$ cat src/hdl/panel_map.svh
// Constants for the front-panel option and error display block.
`ifndef PANEL_MAP_SVH
`define PANEL_MAP_SVH
// ****************************************************************
// Register offsets
// ****************************************************************
`define REG_CTRL 5'h00
`define REG_ERROR 5'h04
`define REG_STATUS 5'h08
`define REG_OPTION 5'h0c
`define REG_PANEL 5'h10
// ****************************************************************
// Panel patterns and codes
// ****************************************************************
`define SW_ZERO 8'h00
`define DISP_IDLE 8'hff
`define SW_SHOW_OPT 8'hdd
`define SW_CHECK 8'hcc
`define SW_ENTER 8'hee
`define SW_PRE_LO 4'ha
`define SW_PRE_HI 4'hb
`define ERR_NONE 8'h00
`define ERR_OUT_ABORT 8'h06
`define ERR_FILLING 8'h0f
`define OPT_RESET 8'h00
`define NIB_RESET 4'h0
// ****************************************************************
// Option byte bits
// ****************************************************************
`define OPT_NO_OUT 0
`define OPT_NO_IN 1
`define OPT_TERM 2
`define OPT_INVERT 4
`define OPT_SELFTEST 5
`define OPT_NO_MODEM 6
`define OPT_MAINT 7
// ****************************************************************
// Timing and AXI response codes
// ****************************************************************
`define PHASE_CYCLES 4'h8
`define AXI_OKAY 2'b00
`define AXI_SLVERR 2'b10
`endif

$ cat src/hdl/panel_pkg.sv
// Types shared by the front-panel display block.
package panel_pkg;
    typedef enum logic [1:0] {
        PH_READ = 2'b01,
        PH_WRITE = 2'b10
    } phase_t;
    typedef struct packed {
        logic valid;
        logic [7:0] code;
    } err_msg_t;
endpackage

$ cat src/hdl/panel_mux.sv
// Switch/display sharing of the panel data lines.
`timescale 1ns/10ps
`include "panel_map.svh"
module panel_mux #(
    parameter int PHASE = 8
) (
    // Clock and reset.
    input wire logic aclk,
    input wire logic aresetn,
    // Panel lines.
    input wire logic [7:0] panel_data_i,
    output logic [7:0] panel_data_o,
    output logic panel_data_oe,
    output logic panel_select_control,
    // Block side.
    input wire logic [7:0] show,
    output logic [7:0] sw,
    output logic sw_valid
);
    initial begin
        if (PHASE < 4) begin
            $error("PHASE too short");
        end
    end
    logic [7:0] s1_q;
    logic [7:0] s2_q;
    logic [7:0] cnt_q;
    logic [1:0] vpipe_q;
    panel_pkg::phase_t ph_q;
    // ****************************************************************
    // Phase sequencer
    // ****************************************************************
    // The switch word leaves the synchroniser two edges after the last read-phase
    // sample; taking it any later would catch display data instead.
    always_ff @(posedge aclk) begin
        if (!aresetn) begin
            cnt_q <= 8'h00;
            ph_q <= panel_pkg::PH_READ;
        end else if (cnt_q == 8'(PHASE - 1)) begin
            cnt_q <= 8'h00;
            case (ph_q)
                panel_pkg::PH_READ: ph_q <= panel_pkg::PH_WRITE;
                panel_pkg::PH_WRITE: ph_q <= panel_pkg::PH_READ;
                default: ph_q <= panel_pkg::PH_READ;
            endcase
        end else begin
            cnt_q <= cnt_q + 8'h01;
        end
    end
    always_ff @(posedge aclk) begin
        if (!aresetn) begin
            s1_q <= 8'h00;
            s2_q <= 8'h00;
            vpipe_q <= 2'b00;
            sw <= `SW_ZERO;
            sw_valid <= 1'b0;
            panel_data_o <= `DISP_IDLE;
        end else begin
            s1_q <= panel_data_i;
            s2_q <= s1_q;
            vpipe_q <= {vpipe_q[0], ph_q == panel_pkg::PH_READ && cnt_q == 8'(PHASE - 1)};
            sw_valid <= vpipe_q[1];
            if (vpipe_q[1]) begin
                sw <= s2_q;
            end
            panel_data_o <= show;
        end
    end
    assign panel_select_control = (ph_q == panel_pkg::PH_WRITE);
    assign panel_data_oe = (ph_q == panel_pkg::PH_WRITE);
endmodule

$ cat src/hdl/panel_display.sv
// Front-panel option byte and error display with AXI4-Lite access.
`timescale 1ns/10ps
`include "panel_map.svh"
// How it works
// - No error: display mirrors the switches.
// - Switches 00 are shown as FF.
// - Error held until switch change; persistent reshown.
// - Errors except 06 sent to host.
// - Host input faults report codes 01 to 05.
// - Output aborted or unanswered shows code 06.
// - Enable faults report codes 10 to 13.
// - DMA faults report codes 20 to 23.
// - Status 31, timer bits 41, timer count 42.
// - Carrier 0C, DSR drop 0D, fill 0E.
// - Remote fill shows 0F, not an error.
// - Low option nibble: inhibits and terminator.
// - High option nibble: invert, test, modem, maintenance.
// - Switches DD show the option byte.
// - Aa presets low nibble, Bb high nibble.
// - CC shows pending nibbles as ba.
// - EE commits pending nibbles and shows them.
// - Select line alternates switch read and display.
module panel_display #(
    parameter int PHASE = 8
) (
    // Clock and reset.
    input wire logic aclk,
    input wire logic aresetn,
    // AXI4-Lite slave.
    input wire logic [4:0] s_axi_awaddr,
    input wire logic s_axi_awvalid,
    output logic s_axi_awready,
    input wire logic [31:0] s_axi_wdata,
    input wire logic [3:0] s_axi_wstrb,
    input wire logic s_axi_wvalid,
    output logic s_axi_wready,
    output logic [1:0] s_axi_bresp,
    output logic s_axi_bvalid,
    input wire logic s_axi_bready,
    input wire logic [4:0] s_axi_araddr,
    input wire logic s_axi_arvalid,
    output logic s_axi_arready,
    output logic [31:0] s_axi_rdata,
    output logic [1:0] s_axi_rresp,
    output logic s_axi_rvalid,
    input wire logic s_axi_rready,
    // Panel lines.
    input wire logic [7:0] panel_data_i,
    output logic [7:0] panel_data_o,
    output logic panel_data_oe,
    output logic panel_select_control,
    // Message to the host over the programmed-I/O channel.
    output logic [7:0] host_msg_data,
    output logic host_msg_valid,
    input wire logic host_msg_ready,
    // Option bits in force.
    output logic opt_inhibit_out,
    output logic opt_inhibit_in,
    output logic opt_terminator,
    output logic opt_invert_tx,
    output logic opt_self_test,
    output logic opt_no_modem,
    output logic opt_maintenance
);
    initial begin
        if (PHASE > 255) begin
            $error("PHASE too long");
        end
    end
    logic [7:0] sw;
    logic sw_valid;
    logic [7:0] prev_q;
    logic change;
    logic [7:0] err_q;
    logic persist_q;
    logic fill_q;
    logic [7:0] opt_q;
    logic [3:0] pend_lo_q;
    logic [3:0] pend_hi_q;
    logic [7:0] show_d;
    panel_pkg::err_msg_t msg_q;
    logic aw_q;
    logic w_q;
    logic [4:0] awaddr_q;
    logic [31:0] wdata_q;
    logic [3:0] wstrb_q;
    logic wr_fire;
    logic raise;
    logic [7:0] raise_code;
    panel_mux #(
        .PHASE(PHASE)
    ) u_mux (
        .aclk(aclk),
        .aresetn(aresetn),
        .panel_data_i(panel_data_i),
        .panel_data_o(panel_data_o),
        .panel_data_oe(panel_data_oe),
        .panel_select_control(panel_select_control),
        .show(show_d),
        .sw(sw),
        .sw_valid(sw_valid)
    );
    // ****************************************************************
    // Switch change detection
    // ****************************************************************
    always_ff @(posedge aclk) begin
        if (!aresetn) begin
            prev_q <= `SW_ZERO;
        end else if (sw_valid) begin
            prev_q <= sw;
        end
    end
    assign change = sw_valid && (sw != prev_q);
    // ****************************************************************
    // AXI4-Lite write channel
    // ****************************************************************
    // Error codes come from software that sees the faults a
    // write to the error register raises a code; bit 8 marks it persistent.
    assign s_axi_awready = !aw_q && !s_axi_bvalid;
    assign s_axi_wready = !w_q && !s_axi_bvalid;
    always_ff @(posedge aclk) begin
        if (!aresetn) begin
            aw_q <= 1'b0;
            w_q <= 1'b0;
            awaddr_q <= 5'h00;
            wdata_q <= 32'h0000_0000;
            wstrb_q <= 4'h0;
        end else if (wr_fire) begin
            aw_q <= 1'b0;
            w_q <= 1'b0;
        end else begin
            if (s_axi_awvalid && s_axi_awready) begin
                aw_q <= 1'b1;
                awaddr_q <= s_axi_awaddr;
            end
            if (s_axi_wvalid && s_axi_wready) begin
                w_q <= 1'b1;
                wdata_q <= s_axi_wdata;
                wstrb_q <= s_axi_wstrb;
            end
        end
    end
    assign wr_fire = aw_q && w_q;
    always_ff @(posedge aclk) begin
        if (!aresetn) begin
            s_axi_bvalid <= 1'b0;
            s_axi_bresp <= `AXI_OKAY;
        end else if (wr_fire) begin
            s_axi_bvalid <= 1'b1;
            case ({awaddr_q[4:2], 2'b00})
                `REG_CTRL, `REG_ERROR, `REG_OPTION: s_axi_bresp <= `AXI_OKAY;
                default: s_axi_bresp <= `AXI_SLVERR;
            endcase
        end else if (s_axi_bready) begin
            s_axi_bvalid <= 1'b0;
        end
    end
    assign raise = wr_fire && {awaddr_q[4:2], 2'b00} == `REG_ERROR && wstrb_q[0]
        && wdata_q[7:0] != `ERR_NONE;
    assign raise_code = wdata_q[7:0];
    // ****************************************************************
    // Error hold and fill status
    // ****************************************************************
    always_ff @(posedge aclk) begin
        if (!aresetn) begin
            fill_q <= 1'b0;
        end else if (wr_fire && {awaddr_q[4:2], 2'b00} == `REG_CTRL && wstrb_q[0]) begin
            fill_q <= wdata_q[0];
        end
    end
    always_ff @(posedge aclk) begin
        if (!aresetn) begin
            err_q <= `ERR_NONE;
            persist_q <= 1'b0;
        end else if (raise) begin
            err_q <= raise_code;
            persist_q <= wstrb_q[1] && wdata_q[8];
        end else begin
            if (wr_fire && {awaddr_q[4:2], 2'b00} == `REG_CTRL && wstrb_q[0] && wdata_q[1]) begin
                persist_q <= 1'b0;
            end
            if (change && !persist_q) begin
                err_q <= `ERR_NONE;
            end
        end
    end
    // ****************************************************************
    // Host message
    // ****************************************************************
    // One pending word only; a newer error replaces an unsent one.
    always_ff @(posedge aclk) begin
        if (!aresetn) begin
            msg_q <= '0;
        end else if (raise && raise_code != `ERR_OUT_ABORT) begin
            msg_q.valid <= 1'b1;
            msg_q.code <= raise_code;
        end else if (host_msg_ready) begin
            msg_q.valid <= 1'b0;
        end
    end
    assign host_msg_valid = msg_q.valid;
    assign host_msg_data = msg_q.code;
    // ****************************************************************
    // Option byte
    // ****************************************************************
    always_ff @(posedge aclk) begin
        if (!aresetn) begin
            pend_lo_q <= `NIB_RESET;
            pend_hi_q <= `NIB_RESET;
            opt_q <= `OPT_RESET;
        end else begin
            if (sw_valid && sw[7:4] == `SW_PRE_LO) begin
                pend_lo_q <= sw[3:0];
            end
            if (sw_valid && sw[7:4] == `SW_PRE_HI) begin
                pend_hi_q <= sw[3:0];
            end
            // A panel commit outranks a software write landing on the same edge.
            if (sw_valid && sw == `SW_ENTER) begin
                opt_q <= {pend_hi_q, pend_lo_q};
            end else if (wr_fire && {awaddr_q[4:2], 2'b00} == `REG_OPTION && wstrb_q[0]) begin
                opt_q <= wdata_q[7:0];
            end
        end
    end
    assign opt_inhibit_out = opt_q[`OPT_NO_OUT];
    assign opt_inhibit_in = opt_q[`OPT_NO_IN];
    assign opt_terminator = opt_q[`OPT_TERM];
    assign opt_invert_tx = opt_q[`OPT_INVERT];
    assign opt_self_test = opt_q[`OPT_SELFTEST];
    assign opt_no_modem = opt_q[`OPT_NO_MODEM];
    assign opt_maintenance = opt_q[`OPT_MAINT];
    // ****************************************************************
    // Display selection
    // ****************************************************************
    always_comb begin
        if (err_q != `ERR_NONE) begin
            show_d = err_q;
        end else if (fill_q) begin
            show_d = `ERR_FILLING;
        end else if (prev_q == `SW_SHOW_OPT || prev_q == `SW_ENTER) begin
            show_d = opt_q;
        end else if (prev_q == `SW_CHECK) begin
            show_d = {pend_hi_q, pend_lo_q};
        end else if (prev_q == `SW_ZERO) begin
            show_d = `DISP_IDLE;
        end else begin
            show_d = prev_q;
        end
    end
    // ****************************************************************
    // AXI4-Lite read channel
    // ****************************************************************
    assign s_axi_arready = !s_axi_rvalid;
    always_ff @(posedge aclk) begin
        if (!aresetn) begin
            s_axi_rvalid <= 1'b0;
            s_axi_rdata <= 32'h0000_0000;
            s_axi_rresp <= `AXI_OKAY;
        end else if (s_axi_arvalid && s_axi_arready) begin
            s_axi_rvalid <= 1'b1;
            s_axi_rresp <= `AXI_OKAY;
            case ({s_axi_araddr[4:2], 2'b00})
                `REG_CTRL: s_axi_rdata <= {31'h0, fill_q};
                `REG_ERROR: s_axi_rdata <= {23'h0, persist_q, err_q};
                `REG_STATUS: s_axi_rdata <= {23'h0, msg_q.valid, show_d};
                `REG_OPTION: s_axi_rdata <= {24'h0, opt_q};
                `REG_PANEL: s_axi_rdata <= {16'h0, pend_hi_q, pend_lo_q, prev_q};
                default: begin
                    s_axi_rdata <= 32'h0000_0000;
                    s_axi_rresp <= `AXI_SLVERR;
                end
            endcase
        end else if (s_axi_rready) begin
            s_axi_rvalid <= 1'b0;
        end
    end
endmodule

$ cat config.mk
export PLATFORM = sky130hd
export DESIGN_NAME = panel_display
export DESIGN_NICKNAME = d
export VERILOG_FILES = /design/src/hdl/panel_pkg.sv /design/src/hdl/panel_mux.sv /design/src/hdl/panel_display.sv
export VERILOG_INCLUDE_DIRS = /design/src /design/src/hdl
export SDC_FILE = /design/constraint.sdc
export NUM_CORES = 1
export LEC_CHECK = 0
export BUFFER_PORTS_ARGS = -buffer_cell sky130_fd_sc_hd__buf_2
export CORE_ASPECT_RATIO = 0.9
export CORE_MARGIN = 2
export CORE_UTILIZATION = 40
export CTS_BUF_LIST = sky130_fd_sc_hd__clkbuf_4 sky130_fd_sc_hd__clkbuf_8
export DETAILED_ROUTE_END_ITERATION = 6
export GPL_ROUTABILITY_DRIVEN = 0
export SLEW_MARGIN = 40
export SYNTH_ARGS = -nofsm -noshare
export SYNTH_HDL_FRONTEND = slang
export SYNTH_SLANG_ARGS = --single-unit
$ cat constraint.sdc
create_clock -name aclk -period 4.95 [get_ports aclk]
set_clock_uncertainty 0.05 [all_clocks]
set_input_delay 0.99 -clock aclk [delete_from_list [all_inputs] [get_ports aclk]]
set_output_delay 0.99 -clock aclk [all_outputs]
set_load 0.01 [all_outputs]
# Word-level counts from Yosys, hierarchy flattened
# Index checks and enable logic that the tools add are counted.
# Widths: inputs -> output; s select.
dict set report op_classes {
  add_sub_neg 1
  n_eq_ne 17
  n_mux 21
  bitwise_logic 2
  n_reduce_logical 45
}
# cell count
set ops {}
lappend ops {{$pmux 16 s5} 1}
lappend ops {{$mux 8} 9}
lappend ops {{$eq 8x8->1 const B} 4}
lappend ops {{$logic_and 1x1->1} 22}
lappend ops {{$reduce_bool 8->1} 2}
lappend ops {{$reduce_bool 2->1} 6}
lappend ops {{$eq 3x2->1 const B} 3}
lappend ops {{$add 8x1->8 const B} 1}
lappend ops {{$eq 4x4->1 const B} 2}
lappend ops {{$eq 8x3->1 const B} 1}
lappend ops {{$logic_not 8->1} 1}
lappend ops {{$mux 1} 8}
lappend ops {{$ne 8x3->1 const B} 1}
lappend ops {{$ne 8x8->1} 1}
lappend ops {{$eq 3x1->1 const B} 2}
lappend ops {{$logic_not 3->1} 2}
lappend ops {{$mux 2} 3}
lappend ops {{$logic_not 1->1} 5}
lappend ops {{$reduce_or 5->1} 1}
lappend ops {{$reduce_and 2->1} 2}
lappend ops {{$reduce_or 2->1} 2}
lappend ops {{$eq 3x3->1 const B} 1}
lappend ops {{$reduce_or 3->1} 1}
lappend ops {{$eq 2x1->1 const B} 1}
lappend ops {{other kinds (3)} 4}
dict set report totals {
  regBits 144
  in_bits 62
  out_inout_bits 67
  elab_cells 113
}

# Logic depth before layout (Yosys ltp)
dict set report logic_depth {
  ltp_word 7
  depth_mapped 7
  mapped_depth_nobuf 6
}

# Modules after synthesis
# From an unflattened synthesis, not the netlist that was laid out.
dict set report unflattened {
  cells_unflattened 618
  area_unflattened_um2 5674.2
}
# mod instances cells_per_inst area_each_um2 seq_area_each_um2
set by_module_without_submodules {}
lappend by_module_without_submodules {panel_display 1 488 4221.5 1581.5}
lappend by_module_without_submodules {panel_mux 1 130 1452.6 900.9}

# Worst setup path after synthesis
# OpenSTA, ideal clock, no wires.
dict set report synth_timing {
  path_kind {in2reg}
  startpoint {input port s_axi_araddr[2]}
  endpoint {register s_axi_rdata[6]}
  setup_time_ps 95
  arrival_ps 2185
  t_required_ps 4805
  setup_slack_ps 2620
  stages 7
  path_buffers 2
  cell_sequence {clkbuf_1 > nor2b_1 > clkbuf_1 > a22oi_1 > o21ai_0 > o21ai_0 > a221oi_1}
}
dict set report synth_via {
  elab_chain_cells 2
  word_cells_on_any_way 6
  cone_classes {eq/ne: 4; mux: 1; reduce/logical: 1}
}
# item line_no
set synth_rtl {}
lappend synth_rtl {{from (decl)} panel_display.sv:40} ;# input wire logic [4:0] s_axi_araddr,
lappend synth_rtl {{$eq 3x3->1, or another cell as far along} panel_display.sv:263} ;# case ({s_axi_araddr[4:2], 2'b00})
lappend synth_rtl {{$pmux 16 s5 *} panel_display.sv:263}
lappend synth_rtl {{to (signal assigned)} panel_display.sv:264} ;# `REG_CTRL: s_axi_rdata <= {31'h0, fill_q};
lappend synth_rtl {{to (signal assigned)} panel_display.sv:265} ;# `REG_ERROR: s_axi_rdata <= {23'h0, persist_q, err_q};
lappend synth_rtl {{to (signal assigned)} panel_display.sv:266} ;# `REG_STATUS: s_axi_rdata <= {23'h0, msg_q.valid, show_d};
lappend synth_rtl {{to (decl)} panel_display.sv:43} ;# output logic [31:0] s_axi_rdata,
# Mark *: on every way between the ends. The rest lies on a longest branch, timed or not.
# A chain may end at the register's enable or synchronous reset.

# Worst setup path in the final report
dict set report layout_timing {
  startpoint {register prev_q[4]}
  endpoint {register u_mux.panel_data_o[5]}
}
dict set report layout_via {
  elab_chain_cells 6
  word_cells_on_any_way 10
  cone_classes {eq/ne: 3; mux: 5; reduce/logical: 2}
}
# item line_no
set layout_rtl {}
lappend layout_rtl {{from (decl)} panel_display.sv:72} ;# logic [7:0] prev_q;
lappend layout_rtl {{from (signal assigned)} panel_display.sv:108} ;# prev_q <= `SW_ZERO;
lappend layout_rtl {{from (signal assigned)} panel_display.sv:110} ;# prev_q <= sw;
lappend layout_rtl {{$logic_not 8->1 (no line)} -}
lappend layout_rtl {{$mux 8} panel_display.sv:245} ;# end else if (prev_q == `SW_ZERO) begin
lappend layout_rtl {{$mux 8} panel_display.sv:243} ;# end else if (prev_q == `SW_CHECK) begin
lappend layout_rtl {{$mux 8 *} panel_display.sv:241} ;# end else if (prev_q == `SW_SHOW_OPT || prev_q == `SW_ENTER) begin
lappend layout_rtl {{$mux 8 *} panel_display.sv:239} ;# end else if (fill_q) begin
lappend layout_rtl {{$mux 8 *} panel_display.sv:237} ;# if (err_q != `ERR_NONE) begin
lappend layout_rtl {{to (signal assigned)} panel_mux.sv:57} ;# panel_data_o <= `DISP_IDLE;
lappend layout_rtl {{to (signal assigned)} panel_mux.sv:66} ;# panel_data_o <= show;
lappend layout_rtl {{to (decl)} panel_mux.sv:12} ;# output logic [7:0] panel_data_o,
# Marked as above.

==> metrics.md <==
| Metric | Value |
|---|---|
| Initial DRT Pass Iterations | 5 |
| Share of cells above drive strength 1 | 18.7% |
| Final worst-path cycle share | roughly 45% |
| Detail Placement HPWL | a little over 9000 µm |
| Post-placement cell area | roughly 5700 µm² |
| Clock transition at the registers of the reported paths | about 70 ps |
| Mapped Area | roughly 5300 µm² |
| CP arrival | between 2000 and 3000 ps |
| Sw Ratio | roughly a quarter |
| Status | finished clean |
| Main combinational cell family by area after synthesis | simple AND/OR/NAND/NOR gates |
| Antenna violations before repair | 0 |
| First-pass GRT wire length | between 20,000 and 25,000 µm |
| Total global routing overflow | 0 |
| Vias | about 4,500 |
| Multiplexer share of the synthesized area | about 6.2% |
| Die footprint | between 10,000 and 15,000 µm² |
| XOR/XNOR share of the synthesized area | under 10% |
| Total Routed Length | between 10,000 and 15,000 µm |
| Warnings, synthesis | 0 |
| Clock Path Buffers | 2 |
| Minimum clock period after layout | roughly 2200 ps |
| Post-CTS resize count | 0 |
| H-tree depth | 4 |
| Sum Neg Setup Slack | 0 ps |
| Wire length per cell | 15.1 µm |
| Combinational fraction of design power | under 10% |
| HP Class | reg -> reg |
| Area fraction in compound gates after synthesis | ~17% |
| Critical Path End Type | flop |
| CTS root buf | clkbuf_8 |
| Area contributors post-synth | dfxtp_1, mux2i_1, a21oi_1 |
| Max_cap viols | 0 |
| Post-layout power | ~2.0 mW |
| Initial core utilization | around 41% |
| Fillers | about 1,300 |
| RSZ-0062 raised after global routing | no |
| CP Launch Type | flop |
| Final-report hold violation count | 0 |
| Most frequent cell after synthesis | dfxtp_1 |
| Post-Synth Adder-Cell Area | less than 1% |
| Die width | around 130 µm |
| Critical Path Fanout Max | 10 |
| Hold Path Stages | 1 |
| Clock sinks | ~120 |
| Drt initial violations | roughly 290 |
| CP Class | reg -> reg |
| Number of synthesized flops with an enable pin | 0 |
| Most instantiated cells after synthesis | dfxtp_1, nand2_1, nor2_1 |
| Worst r2r path cells | 5 |
| Post-CTS Hold Fix Bufs | 0 |
| Core Util, Final | a little under half |
| Top delay family on crit path | simple AND/OR/NAND/NOR gates |
| Worst Path Buf+Inv | 0 |
| Post-Syn Instances | 604 |
| Skew-Pair Late Insertion Delay | 440 ps |
| IO buf count | slightly above 80 |
| Critical Path Slowest Stage Cell | or4_1 |
| Worst rel slew slack | 47.1% |
| Maximum VDD drop | ~0.00021 V |
| Switching power | 0.496 mW |
| Leak | ~2.4 nW |
| Area leader, netlist | dfxtp_1 |
| Postcts setup bufs | 0 |
| Antenna viol nets, final | 0 |
| Hold path start | u_mux.s1_q[5] |
| Max incr delay on CP | ~730 ps |
| R2R Path End | u_mux.panel_data_o[5] |
| Seq pwr share | approximately half |
| PwrDens | roughly 330 nW/µm² |
| DRC | 0 |
| Area share of and/or/nand/nor cells after synthesis | about a fifth |
| Hold Crit Endpoint | u_mux.s2_q[5] |
| Main synth FF type | dfxtp_1 |
| Crit-path cells | or4_1 -> o211a_1 -> o22ai_1 -> a21oi_1 -> or3_1 |
| Syn avg cell area | between 8 and 9 µm² |
| Final number of setup-violating endpoints | 0 |
| FMAX | 0.447 GHz |
| Antenna fix cells | 0 |
| Total GRT Usage | 18.7% |
| Final Max Tran Viols | 0 |
| Critical Path RT | 5220 ps |
| Flop2flop setup slack | 2710 ps |
| Synthesized flop and latch total | 124 |
| Int Pwr | ~1.5 mW |
| Clk pwr share | between 40% and 50% |
| Nets | roughly 730 |
| Cell Rows | 39 |
| I/O pins | between 100 and 150 |
| Pin count of the biggest net entering global routing | 39 |
| Synth async-reset ratio | 0% |
| Design Area, Final | just over 6000 µm² |
| Core area | 12,800 µm² |
| FF-to-FF Start | prev_q[4] |
| Vias in the first global route | roughly 4,200 |
| Die height | about 110 µm |
| Area grow syn2layout | 15.2% |
| CTS Buf Count | 17 |
| Seq/Total Area, Yosys | 46.9% |
| Cell variety after synth | 54 |
| Share of the synthesized area in the top cell type | between 40% and 50% |
| CTS tree | yes |
| Vias per std cell | roughly 5.3 |
| Slew @ Worst Pin | 788 ps |
## per-layer routing
metal | vias to the layer above | GRT usage (%) | part of all wire, %
met1 | 2086 | 24.0 | 47
met3 | 15 | 5.72 | 5.8
met2 | 140 | 29.5 | 46
met4 | 0 | 7.41 | 1.3
met5 | - | 0 | 0
li1 | 2210 | - | -
## area by class of cell
type,instances,area [µm²],share of cell area [%]
multi-input cells,435,2570,42.3
flip-flops and latches,124,2480,40.7
repair buffers,83,420,6.90
clock buffers,21,283,4.64
well taps,164,205,3.37
clock inverters,11,110,1.81
inverters,5,18.8,0.308
## placed cells by master, fill, tap and decap left out, types with 4 or more instances in the layout
master,instances
dfxtp_1,124
buf_2,81
nand2_1,68
nor2_1,66
a21oi_1,53
mux2i_1,33
and2_1,23
nand3_1,23
clkbuf_8,20
a22oi_1,18
conb_1,18
o21ai_0,13
xnor2_1,10
nand2b_1,8
a211oi_1,8
nor2b_1,7
o22ai_1,6
o211a_1,5
xor2_1,5
inv_1,4
nor3_1,4
a2bb2oi_1,4
o211ai_1,4
or3_1,4
and3_1,4
## stage by stage
stage	hold slack [ps]	worst slack, ps	instances
6_report	383	2710	843
5_1_grt	403	2490	843
4_1_cts	383	2600	843
3_5_place_dp	367	2130	811
3_3_place_gp	367	2240	811
2_1_floorplan	362	2620	621
## sequential cells by signal, summed over array words and instances (netlist names), 2 cells and up
name / cells
u_mux.panel_data_o: 8
u_mux.ph_q: 2
err_q: 8
pend_lo_q: 4
u_mux.sw: 8
prev_q: 8
u_mux.vpipe_q: 2
u_mux.cnt_q: 8
s_axi_rdata: 16
wdata_q: 9
pend_hi_q: 4
u_mux.s2_q: 8
u_mux.s1_q: 8
wstrb_q: 2
opt_q: 8
host_msg_data: 8
awaddr_q: 3
## power by group through the flow
| stage | clock network [mW] | logic (mW) | registers [mW] |
|---|---|---|---|
| after global placement | 0 | 0.105 | 1.06 |
| after floorplan | 0 | 0.0885 | 1.05 |
| after CTS | 0.879 | 0.109 | 1.04 |
| after global routing | 0.933 | 0.123 | 1.04 |
| final | 0.856 | 0.109 | 1.04 |
| after detailed placement | 0 | 0.108 | 1.06 |
## worst max-delay path by stage
stage | endpoint | depth (start not counted) | startpoint
4_1_cts | s_axi_rdata[9] | 5 | s_axi_arvalid
3_5_place_dp | s_axi_rdata[9] | 5 | s_axi_arvalid
3_3_place_gp | s_axi_rdata[13] | 5 | s_axi_arvalid
6_report | u_mux.panel_data_o[5] | 5 | prev_q[4]
5_1_grt | s_axi_rdata[6] | 6 | s_axi_araddr[4]
2_1_floorplan | s_axi_rdata[6] | 7 | s_axi_araddr[2]
## worst reg2reg max path: cells and delay by family (launching register included)
family	cells	cell delay [ps]
flip-flops	1	410
AO/OA/AOI/OAI	3	630
AND/OR/NAND/NOR	2	1040
## cell families (layout without fill, tap and decap cells)
kind of cell | after synthesis | after routing
multiplexers | 33 | 33
XOR/XNOR | 15 | 15
AND/OR/NAND/NOR | 233 | 233
adder cells (fa/ha/maj) | 1 | 1
buffers and inverters | 62 | 120
other | 1 | 18
flip-flops | 124 | 124
AO/OA/AOI/OAI | 135 | 135
No activity file was read; power rests on OpenSTA's default activity.
